[src/hdl/csoc_pkg.sv]
/*
 Shared constants and types for the current sense and overcurrent control block.
 Assumes a 100 MHz APB clock; register offsets are byte addresses.
*/
package csoc_pkg;
   ////////////////////////////////////////////////////////////////////
   // Timing.
   localparam int CLK_NS    = 10;
   localparam int TRIP_DEGLITCH_TIME_NS  = 4000;
   localparam int OCP_CYC   = (TRIP_DEGLITCH_TIME_NS + CLK_NS - 1) / CLK_NS;
   localparam int TRIM_US   = 100;
   localparam int TRIM_CYC  = (TRIM_US * 1000) / CLK_NS;
   ////////////////////////////////////////////////////////////////////
   // Register offsets.
   localparam logic [7:0] A_CTRL  = 8'h00;
   localparam logic [7:0] A_CAL   = 8'h04;
   localparam logic [7:0] A_STATE = 8'h08;
   localparam logic [7:0] A_ISTAT = 8'h0C;
   localparam logic [7:0] A_IEN   = 8'h10;
   localparam logic [7:0] A_ICLR  = 8'h14;
   ////////////////////////////////////////////////////////////////////
   // Fields and reset values.
   localparam int CTRL_W    = 11;
   localparam int IRQ_W     = 9;
   localparam int IRQ_OCP   = 0;
   localparam int IRQ_TRIM  = 6;
   localparam logic [10:0] CTRL_RST = 11'h480;
   localparam logic [1:0] GAIN_40   = 2'h3;
   localparam logic [1:0] FM_LATCH  = 2'h0;
   localparam logic [1:0] FM_REPORT = 2'h1;
   // Control register; gain codes 0..3 are 5, 10, 20 and 40 V/V.
   typedef struct packed {
      logic [3:0] thr;
      logic [1:0] fmode;
      logic       fet_sel;
      logic       lowside_reference_select;
      logic       vdiv_off;
      logic [1:0] gain;
   } csoc_ctrl_t;
   // Analog switch controls of the three amplifiers.
   typedef struct packed {
      logic [5:0] gain;
      logic [2:0] short_in;
      logic [2:0] load_off;
      logic [2:0] enable;
   } csoc_amp_t;
   typedef enum logic [2:0] {
      CAL_IDLE = 3'b001,
      CAL_TRIM = 3'b010,
      CAL_HOLD = 3'b100
   } csoc_cal_t;
endpackage

[src/hdl/csoc_deglitch.sv]
/*
 Deglitch filter for one overcurrent comparator.
 Assumes the level input is already synchronised to pclk.
*/
`timescale 1ns/1ps
`default_nettype none
module csoc_deglitch #(
   parameter int CYC = csoc_pkg::OCP_CYC
) (
   input  wire logic pclk,
   input  wire logic presetn,
   input  wire logic level,
   output var  logic tripped
);
   import csoc_pkg::*;
   localparam logic [15:0] LAST = 16'(CYC);
   logic [15:0] cnt;

   // The trip is raised only once the level has stayed high past the count.
   always_ff @(posedge pclk or negedge presetn)
   begin
      if (!presetn)
      begin
         cnt     <= '0;
         tripped <= 1'b0;
      end
      else
      begin
         if (!level)
            cnt <= '0;
         else if (cnt != LAST)
            cnt <= cnt + 16'h0001;
         tripped <= level && (cnt == LAST);
      end
   end
endmodule
`default_nettype wire

[src/hdl/csoc_top.sv]
/*
 Overcurrent monitors and current sense amplifier control with APB registers.
 Assumes comparator, calibrate and fault pin levels arrive asynchronously;
 low-side gate command and drive-time-done come from logic on pclk.
*/
// The APB slave port and the register offsets are this design's own decisions.
`timescale 1ns/1ps
`default_nettype none
module csoc_top #(
   parameter int TRIM_CYCLES = csoc_pkg::TRIM_CYC
) (
   input  wire logic             pclk,
   input  wire logic             presetn,
   input  wire logic [7:0]       paddr,
   input  wire logic             psel,
   input  wire logic             penable,
   input  wire logic             pwrite,
   input  wire logic [31:0]      pwdata,
   output var  logic             pready,
   output var  logic [31:0]      prdata,
   output var  logic             pslverr,
   input  wire logic [2:0]       hs_cmp,
   input  wire logic [2:0]       ls_cmp_sp,
   input  wire logic [2:0]       ls_cmp_sn,
   input  wire logic             cal_pin,
   input  wire logic [2:0]       ls_gate_cmd,
   input  wire logic [2:0]       tdrive_done,
   input  wire logic             fault_out_n_i,
   output var  logic             fault_out_n_o,
   output var  logic             fault_out_n_oe,
   output var  logic             gate_shutdown,
   output var  logic [3:0]       trip_threshold,
   output var  logic             lowside_reference_select_sn,
   output var  logic             vref_bidir,
   output var  csoc_pkg::csoc_amp_t amp,
   output var  logic [2:0]       trim_run,
   output var  logic             irq
);
   import csoc_pkg::*;
   localparam logic [13:0] TRIM_LAST = 14'(TRIM_CYCLES - 1);

   ////////////////////////////////////////////////////////////////////
   // Input synchronisers.
   logic [10:0] s1;
   logic [10:0] s2;
   logic [2:0]  hs_s;
   logic [2:0]  sp_s;
   logic [2:0]  sn_s;
   logic        cal_s;
   logic        fpin_s;

   always_ff @(posedge pclk or negedge presetn)
   begin
      if (!presetn)
      begin
         s1 <= '0;
         s2 <= '0;
      end
      else
      begin
         s1 <= {fault_out_n_i, cal_pin, ls_cmp_sn, ls_cmp_sp, hs_cmp};
         s2 <= s1;
      end
   end

   assign hs_s   = s2[2:0];
   assign sp_s   = s2[5:3];
   assign sn_s   = s2[8:6];
   assign cal_s  = s2[9];
   assign fpin_s = s2[10];

   ////////////////////////////////////////////////////////////////////
   // Registers.
   csoc_ctrl_t       ctrl;
   csoc_ctrl_t       next_ctrl;
   logic [2:0]       cal_reg;
   logic [IRQ_W-1:0] stat;
   logic [IRQ_W-1:0] ien;
   logic [IRQ_W-1:0] set_ev;
   logic [IRQ_W-1:0] clr;
   logic             wr;
   logic             hit;
   logic [2:0]       cal_on;
   logic [2:0]       hold_on;
   logic             any_cal;
   logic [31:0]      next_rdata;

   assign wr = psel && penable && pwrite;
   assign hit = (paddr == A_CTRL) || (paddr == A_CAL) ||
                (paddr == A_STATE) || (paddr == A_ISTAT) ||
                (paddr == A_IEN) || (paddr == A_ICLR);
   assign pready  = 1'b1;
   assign pslverr = psel && penable && !hit;
   assign any_cal = |cal_on;

   // Gain writes are held off during calibration so the old gain returns.
   always_comb
   begin
      next_ctrl = ctrl;
      if (wr && paddr == A_CTRL)
      begin
         next_ctrl = csoc_ctrl_t'(pwdata[CTRL_W-1:0]);
         if (any_cal)
            next_ctrl.gain = ctrl.gain;
      end
   end

   always_ff @(posedge pclk or negedge presetn)
   begin
      if (!presetn)
         ctrl <= csoc_ctrl_t'(CTRL_RST);
      else
         ctrl <= next_ctrl;
   end

   always_ff @(posedge pclk or negedge presetn)
   begin
      if (!presetn)
      begin
         cal_reg <= '0;
         ien     <= '0;
      end
      else if (wr)
      begin
         if (paddr == A_CAL)
            cal_reg <= pwdata[2:0];
         if (paddr == A_IEN)
            ien <= pwdata[IRQ_W-1:0];
      end
   end

   assign clr = (wr && paddr == A_ICLR) ? pwdata[IRQ_W-1:0] : '0;

   // A new event in the clearing cycle stays set.
   always_ff @(posedge pclk or negedge presetn)
   begin
      if (!presetn)
         stat <= '0;
      else
         stat <= (stat & ~clr) | set_ev;
   end

   always_ff @(posedge pclk or negedge presetn)
   begin
      if (!presetn)
         irq <= 1'b0;
      else
         irq <= |(((stat & ~clr) | set_ev) & ien);
   end

   always_comb
   begin
      next_rdata = '0;
      case (paddr)
         A_CTRL:  next_rdata[CTRL_W-1:0] = ctrl;
         A_CAL:   next_rdata[2:0] = cal_reg;
         A_STATE: next_rdata[7:0] = {fpin_s, vref_bidir, hold_on, trim_run};
         A_ISTAT: next_rdata[IRQ_W-1:0] = stat;
         A_IEN:   next_rdata[IRQ_W-1:0] = ien;
         default: next_rdata = '0;
      endcase
   end

   // Read data is captured in the setup phase for a zero-wait access.
   always_ff @(posedge pclk or negedge presetn)
   begin
      if (!presetn)
         prdata <= '0;
      else if (psel && !penable && !pwrite)
         prdata <= next_rdata;
   end

   ////////////////////////////////////////////////////////////////////
   // Overcurrent monitors: three high side, three low side.
   logic [5:0] mon;
   logic [5:0] tripped;
   logic [5:0] trip_q;
   logic       use_sn;
   logic       next_fault;

   assign use_sn = ctrl.fet_sel || ctrl.lowside_reference_select;
   assign mon = {use_sn ? sn_s : sp_s, hs_s};

   generate
      for (genvar k = 0; k < 6; k++)
      begin : g_mon
         csoc_deglitch #(
            .CYC (OCP_CYC)
         ) u_dg (
            .pclk    (pclk),
            .presetn (presetn),
            .level   (mon[k]),
            .tripped (tripped[k])
         );
      end
   endgenerate

   always_ff @(posedge pclk or negedge presetn)
   begin
      if (!presetn)
         trip_q <= '0;
      else
         trip_q <= tripped;
   end

   always_comb
   begin
      case (ctrl.fmode)
         FM_LATCH:  next_fault = |stat[IRQ_OCP +: 6];
         FM_REPORT: next_fault = |tripped;
         default:   next_fault = 1'b0;
      endcase
   end

   always_ff @(posedge pclk or negedge presetn)
   begin
      if (!presetn)
      begin
         fault_out_n_oe <= 1'b0;
         gate_shutdown  <= 1'b0;
      end
      else
      begin
         fault_out_n_oe <= next_fault;
         gate_shutdown  <= next_fault && ctrl.fmode == FM_LATCH;
      end
   end

   assign fault_out_n_o = 1'b0;

   ////////////////////////////////////////////////////////////////////
   // Offset calibration, one sequencer per amplifier.
   csoc_cal_t   st   [3];
   logic [13:0] tcnt [3];
   logic [2:0]  req;
   logic [2:0]  done_ev;

   generate
      for (genvar i = 0; i < 3; i++)
      begin : g_cal
         assign req[i] = cal_reg[i] || cal_s;
         assign cal_on[i] = st[i] != CAL_IDLE;
         assign hold_on[i] = st[i] == CAL_HOLD;
         assign done_ev[i] = st[i] == CAL_TRIM && req[i] &&
                             tcnt[i] == TRIM_LAST;

         always_ff @(posedge pclk or negedge presetn)
         begin
            if (!presetn)
            begin
               st[i]   <= CAL_IDLE;
               tcnt[i] <= '0;
            end
            else
            begin
               case (st[i])
                  CAL_IDLE:
                  begin
                     tcnt[i] <= '0;
                     if (req[i])
                        st[i] <= CAL_TRIM;
                  end
                  CAL_TRIM:
                  begin
                     if (!req[i])
                        st[i] <= CAL_IDLE;
                     else if (done_ev[i])
                        st[i] <= CAL_HOLD;
                     else
                        tcnt[i] <= tcnt[i] + 14'h0001;
                  end
                  CAL_HOLD:
                  begin
                     if (!req[i])
                        st[i] <= CAL_IDLE;
                  end
                  default: st[i] <= CAL_IDLE;
               endcase
            end
         end

      end
   endgenerate

   assign trim_run = {st[2] == CAL_TRIM, st[1] == CAL_TRIM,
                      st[0] == CAL_TRIM};
   assign set_ev = {done_ev,
                    (ctrl.fmode == FM_LATCH || ctrl.fmode == FM_REPORT) ?
                    (tripped & ~trip_q) : 6'h00};

   ////////////////////////////////////////////////////////////////////
   // Analog control outputs.
   csoc_amp_t next_amp;

   always_comb
   begin
      next_amp = '0;
      for (int i = 0; i < 3; i++)
      begin
         next_amp.gain[2*i +: 2] = cal_on[i] ? GAIN_40 : ctrl.gain;
         next_amp.load_off[i] = cal_on[i];
         next_amp.short_in[i] = cal_on[i] ||
            (ctrl.fet_sel && !ls_gate_cmd[i]);
         next_amp.enable[i] = cal_on[i] || !ctrl.fet_sel ||
            (tdrive_done[i] && ls_gate_cmd[i]);
      end
   end

   always_ff @(posedge pclk or negedge presetn)
   begin
      if (!presetn)
      begin
         amp            <= '0;
         vref_bidir     <= 1'b1;
         lowside_reference_select_sn      <= 1'b0;
         trip_threshold <= CTRL_RST[10:7];
      end
      else
      begin
         amp            <= next_amp;
         vref_bidir     <= !ctrl.vdiv_off || any_cal;
         lowside_reference_select_sn      <= use_sn;
         trip_threshold <= ctrl.thr;
      end
   end
endmodule
`default_nettype wire
[config.mk]
export PLATFORM = sky130hd
export DESIGN_NAME = csoc_top
export DESIGN_NICKNAME = d
export VERILOG_FILES = /design/src/hdl/csoc_pkg.sv /design/src/hdl/csoc_deglitch.sv /design/src/hdl/csoc_top.sv
export SDC_FILE = /design/constraint.sdc
export NUM_CORES = 1
export LEC_CHECK = 0
export BUFFER_PORTS_ARGS = -buffer_cell sky130_fd_sc_hd__buf_2
export CAP_MARGIN = 5
export CORE_MARGIN = 2
export CORE_UTILIZATION = 40
export CTS_CLUSTER_SIZE = 20
export DETAILED_ROUTE_END_ITERATION = 7
export GPL_ROUTABILITY_DRIVEN = 1
export PLACE_DENSITY = 0.57
export REMOVE_ABC_BUFFERS = 1
export SETUP_SLACK_MARGIN = 0.4
export SLEW_MARGIN = 10
export SYNTH_ARGS = -nofsm -noshare
export SYNTH_HDL_FRONTEND = slang
export SYNTH_SLANG_ARGS = --single-unit
[constraint.sdc]
create_clock -name pclk -period 2.6 [get_ports pclk]
set_input_delay 0.13 -clock pclk [delete_from_list [all_inputs] [get_ports pclk]]
set_output_delay 0.13 -clock pclk [all_outputs]
set_load 0.02 [all_outputs]
==> Word level (Yosys, flattened, before mapping) <==
Index checks and enable logic that the tools add are counted.
W data, S select, Z words.
{ "word_totals": {"elab_cells": 230, "input_bits": 62, "regBits": 248} }
{ "op_classes": {"n_bitwise": 7, "n_reduce_logical": 72, "add_sub_neg": 9, "muxes": 47, "eq_ne": 54} }
{ "op_table": {"columns": ["operator", "n"], "rows": [
  ["$mux W16", 12],
  ["$add A16 B1 Y16 const B", 6],
  ["$eq A16 B9 Y1 const B", 6],
  ["$ne A16 B9 Y1 const B", 6],
  ["$mux W14", 6],
  ["$pmux W14 S2", 3],
  ["$add A14 B1 Y14 const B", 3],
  ["$eq A14 B14 Y1 const B", 3],
  ["$mux W3", 13],
  ["$pmux W3 S3", 3],
  ["$logic_and A1 B1 Y1", 26],
  ["$ne A2 B2 Y1 const B", 12],
  ["$logic_or A1 B1 Y1", 20],
  ["$pmux W5 S4", 1],
  ["$and A9 B9 Y9", 2],
  ["$reduce_and A3 Y1", 6],
  ["$eq A8 B4 Y1 const B", 2],
  ["$eq A8 B5 Y1 const B", 2],
  ["$pmux W3 S5", 1],
  ["$ne A2 B1 Y1 const B", 6],
  ["$reduce_or A6 Y1", 2],
  ["$eq A3 B1 Y1 const B", 3],
  ["$eq A3 B2 Y1 const B", 3],
  ["$eq A3 B3 Y1 const B", 3],
  ["other kinds (21)", 39]
]} }

==> Depth between registers and ports, before layout <==
{ "logic_depth": {"word_depth": 9, "mapped_depth": 8} }

==> Cells and area by module <==
A second synthesis with hierarchy kept.
{ "unflattened": {"hier_cells": 1161, "area_unflattened_um2": 11898.9} }
{ "modules_own_cells": {"columns": ["module", "instances", "cells_each", "area_each_um2"], "rows": [
  ["csoc_top", 1, 633, 6696.4],
  ["csoc_deglitch", 6, 88, 867.1]
]} }

==> Worst setup path after synthesis <==
Ideal clock, no wire load.
{ "synth_path": {"kind": "input-to-reg", "start": "input paddr[0]", "end": "register ctrl[0] (netlist name)", "setup_ns": 0.125, "t_required_ns": 2.475, "t_arrival_ns": 2.305, "cell_stages": 8, "path_slack_ns": 0.170, "n_path_buf": 2, "cell_sequence": "or4_4 > or2_1 > buf_6 > nor4_4 > nand2b_2 > buf_6 > or4_4 > mux2_4"} }
{ "synth_via": {"elab_chain_len": 3} }
{ "synth_rtl": {"columns": ["item", "line_no", "rtl"], "rows": [
  ["from (decl)", "csoc_top.sv:14", "input wire logic [7:0] paddr,"],
  ["$logic_not A8 Y1", "csoc_top.sv:100", "if (wr && paddr == A_CTRL)"],
  ["$logic_and A1 B1 Y1", "csoc_top.sv:100", null],
  ["$reduce_and A2 Y1 (no source line)", null, null],
  ["to (signal assigned)", "csoc_top.sv:111", "ctrl <= csoc_ctrl_t'(CTRL_RST);"],
  ["to (signal assigned)", "csoc_top.sv:113", "ctrl <= next_ctrl;"],
  ["to (decl)", "csoc_top.sv:74", "csoc_ctrl_t ctrl;"]
]} }
No other way between the ends.
A chain may end at the register's enable or synchronous reset.

==> Final worst setup path <==
{ "layout_path": {"start": "register tcnt[26] (netlist name)", "end": "register tcnt[23] (netlist name)"} }
{ "layout_via": {"elab_chain_len": 4} }
{ "layout_rtl": {"columns": ["item", "line_no", "rtl"], "rows": [
  ["from (decl)", "csoc_top.sv:234", "logic [13:0] tcnt [3];"],
  ["from (signal, indexed assignment)", "csoc_top.sv:270", "tcnt[i] <= tcnt[i] + 14'h0001;"],
  ["$eq A14 B14 Y1", "csoc_top.sv:245", "tcnt[i] == TRIM_LAST;"],
  ["$logic_and A1 B1 Y1", "csoc_top.sv:244", "assign done_ev[i] = st[i] == CAL_TRIM && req[i] &&"],
  ["$ne A2 B2 Y1 (no source line)", null, null],
  ["$reduce_and A3 Y1 (no source line)", null, null]
]} }
No other way between the ends.

==> metrics <==
result of the run finished, final reports clean; summed negative setup slack over all endpoints 0 ns; Data arrival, critical path 2.69 ns; overall fraction of global-route tracks in use 0.162; Die Footprint between 0.02 and 0.03 mm^2; First-pass DRT Iterations 4; multiplexer fraction of the synthesized cell area 0.0348; fraction of final layout cells with drive strength greater than 1 0.179; vertical die dimension 172 um; later-pin clock latency in the skew report 0.53 ns; number of placement rows 61; maximum vdd ir drop approximately 0.47 mV; final hold vios 0; worst-path cell with the longest stage delay sky130_fd_sc_hd__or4_4; top-level port count 124; Final nets between 1000 and 1500; number of buffers and inverters on the critical path 0; Final Cycle Share 0.875; via count just over 8000; setup repair after global routing missed its margin true; critical path endpoint category register; largest driver fanout on the critical path 6; most common cell after layout, fill and taps aside sky130_fd_sc_hd__dfrtp_1; Synth Instances approximately 1100; share of the core filled with cells in the final layout 0.487; final standard cell area without fillers 0.0135 mm^2; Synth Area per Inst around 10 um^2; maximum clock frequency ~440 MHz; leading cell types in the layout, fill and taps excluded sky130_fd_sc_hd__dfrtp_1, sky130_fd_sc_hd__nor2_1, sky130_fd_sc_hd__buf_2; largest reg by FF count g_mon.u_dg.cnt; R2R Setup Slk about 0.33 ns; final period demand of the worst path roughly 2.3 ns; measured slew at the worst slew-check pin 0.570 ns; critical path type register to register; number of flip-flops in the largest register 96; Leakage Power just under 0.006 uW; minimum setup slack in the final design 0.325 ns; first-pass GRT wire length just under 40000 um; Crit path max-delay family simple AND/OR/NAND/NOR gates; async set or reset register ratio after synthesis 1.00; CTS Buffer Depth 3; maximum number of pins on one net before global-route repair 73; adder-cell share of the synthesized area 0.0166; vias in the first global route roughly 7900; clock skew after layout ~0.0098 ns; count of warnings emitted by yosys 0; pre-CTS worst setup slack roughly 0.23 ns; total overflow reported by the global router 0; number of failing setup endpoints in the final timing report 0; Simple-Gate Fraction of Synth Area 0.213; Routed wire per std cell around 15 um; largest registers g_mon.u_dg.cnt x96, tcnt x42, amp x15; netlist area before placement approximately 0.011 mm^2; count of antenna-violating nets left after detailed routing 0; DRC errors left 0; total of flip-flops plus latches after synthesis between 200 and 250; total power density per cell area 650 mW/mm^2; htree depth 1; type of the tightest min-delay check primary input to register; number of library cell types mapped by synthesis 60; final number of max-transition violations 0; drt total wl ~24000 um; max_cap viols 0; Iteration-0 DRC Markers about 540; average via count per standard cell roughly 5; sequential element share of the synthesized area 0.551; RePlAce Congestion between 0.7 and 0.8; critical path required time between 3 and 4 ns; worst slew margin relative to its limit 0.618; input/output buffers just under 80; HPWL after DPL 16000 um; area of the placeable core 0.0278 mm^2; number of synthesized flops with an enable pin 0; synth-to-layout area growth 19.9%; Num CTS Buffers 28; clock root cell sky130_fd_sc_hd__clkbuf_16; clk sinks around 250; CTS tree done; compound-cell area share of the yosys netlist 0.0704; total placed instance area ~0.012 mm^2; effective utilization at floorplan 0.406; flip-flop cell with the highest count after synthesis sky130_fd_sc_hd__dfrtp_1; combinational family with the most area after synthesis simple AND/OR/NAND/NOR gates; peak per-stage delay on the critical path approximately 0.6 ns; number of antenna violations at the first check in global routing 1; Hold WS between 0.04 and 0.05 ns; Horiz. Die Dim between 150 and 200 um; Worst Setup Start Kind register; crit path cell chain or4bb_1 -> or4_4 -> o211a_4 -> and3_4 -> xnor2_2 -> nor2_1; CTS clk-pin slew, worst paths roughly 0.060 ns; fraction of synthesized cell area in xor and xnor cells 0.0753
[report_power, final]
group	internal (uW)	total (uW)	switching, uW
clock network	2340	3840	1500
registers	4020	4120	99.8
logic	286	838	551
total	6640	8790	2150
[per-stage QoR]
step,std cells,total power [uW]
2_1_floorplan,1058,4610
3_3_place_gp,1537,4980
3_5_place_dp,1537,4990
4_1_cts,1621,8930
5_1_grt,1622,9180
6_report,1623,8790
[cell usage after synthesis, types with 4 or more instances]
cell | instances | area, um^2
sky130_fd_sc_hd__buf_4 | 23 | 173
sky130_fd_sc_hd__and2_1 | 15 | 93.8
sky130_fd_sc_hd__nor4b_1 | 6 | 52.6
sky130_fd_sc_hd__xnor2_1 | 47 | 412
sky130_fd_sc_hd__nor3_1 | 22 | 110
sky130_fd_sc_hd__a31oi_1 | 7 | 43.8
sky130_fd_sc_hd__clkbuf_1 | 20 | 75.1
sky130_fd_sc_hd__a222oi_1 | 6 | 60.1
sky130_fd_sc_hd__or3b_2 | 4 | 35.0
sky130_fd_sc_hd__a21oi_1 | 42 | 210
sky130_fd_sc_hd__inv_1 | 39 | 146
sky130_fd_sc_hd__dfrtp_1 | 240 | 6010
sky130_fd_sc_hd__a21boi_0 | 4 | 30.0
sky130_fd_sc_hd__ha_1 | 15 | 188
sky130_fd_sc_hd__o21ai_0 | 47 | 235
sky130_fd_sc_hd__nand3_1 | 47 | 235
sky130_fd_sc_hd__nor4_1 | 11 | 68.8
sky130_fd_sc_hd__nand2_1 | 72 | 270
sky130_fd_sc_hd__nand4_1 | 27 | 169
sky130_fd_sc_hd__nor3b_1 | 7 | 52.6
sky130_fd_sc_hd__a22o_1 | 6 | 52.6
sky130_fd_sc_hd__nor2_1 | 154 | 578
sky130_fd_sc_hd__and3_1 | 26 | 163
sky130_fd_sc_hd__nand2b_1 | 8 | 50.1
sky130_fd_sc_hd__or3_1 | 26 | 163
sky130_fd_sc_hd__mux2i_1 | 7 | 70.1
sky130_fd_sc_hd__nand4b_1 | 4 | 35.0
sky130_fd_sc_hd__xor2_1 | 50 | 438
sky130_fd_sc_hd__nor2b_1 | 13 | 81.3
sky130_fd_sc_hd__mux2_2 | 26 | 293
sky130_fd_sc_hd__dfstp_2 | 8 | 210
[worst reg2reg max path: stages, from the launching register on]
cell                      delay, ns
sky130_fd_sc_hd__dfrtp_1       0.37
sky130_fd_sc_hd__or4bb_1       0.50
sky130_fd_sc_hd__or4_4         0.61
sky130_fd_sc_hd__o211a_4       0.29
sky130_fd_sc_hd__and3_4        0.19
sky130_fd_sc_hd__xnor2_2       0.14
sky130_fd_sc_hd__nor2_1        0.05
[final timing paths]
check,start,cells after the start,end
max,tcnt[26],6,tcnt[23]
min,paddr[1],3,stat[8]
max reg2reg,tcnt[26],6,tcnt[23]
min reg2reg,s1[6],0,s2[6]
max in group asynchronous,presetn,3,g_mon[4].u_dg.cnt[2]
min in group asynchronous,presetn,2,tcnt[6]
[timing repair]
action / 4_1_cts / 5_1_grt
setup buffers: 6 / 1
setup endpoints to repair: 28 / 27
pin swaps: 4 / 12
gates resized for setup: 10 / 18
gates cloned: 0 / 0
endpoints found under the hold margin: 200 / 0
hold buffers: 29 / 0
[cells by family after synthesis]
kind of cell    count (synthesis)
buf+inv                        87
fa+ha+maj                      15
xor+xnor                       97
other cells                     2
simple gates                  467
mux                            35
compound gates                132
flops                         248
[final cells by class]
| class | instances | area (um^2) |
|---|---|---|
| multi-input cells | 769 | 4840 |
| flip-flops and latches | 248 | 6220 |
| well taps | 378 | 473 |
| clock buffers | 41 | 811 |
| clock inverters | 8 | 90.1 |
| fillers | 2617 | 14300 |
| diodes | 1 | 2.50 |
| repair buffers | 137 | 942 |
| inverters | 41 | 154 |
[per-layer routing]
metal	vias up	global-route usage	wire, um
li1	3983	-	-
met1	3941	0.227	11300
met2	131	0.262	10900
met3	31	0.0256	916
met4	0	0.0442	503
met5	-	0	0
(Power assumes the default switching activity.)
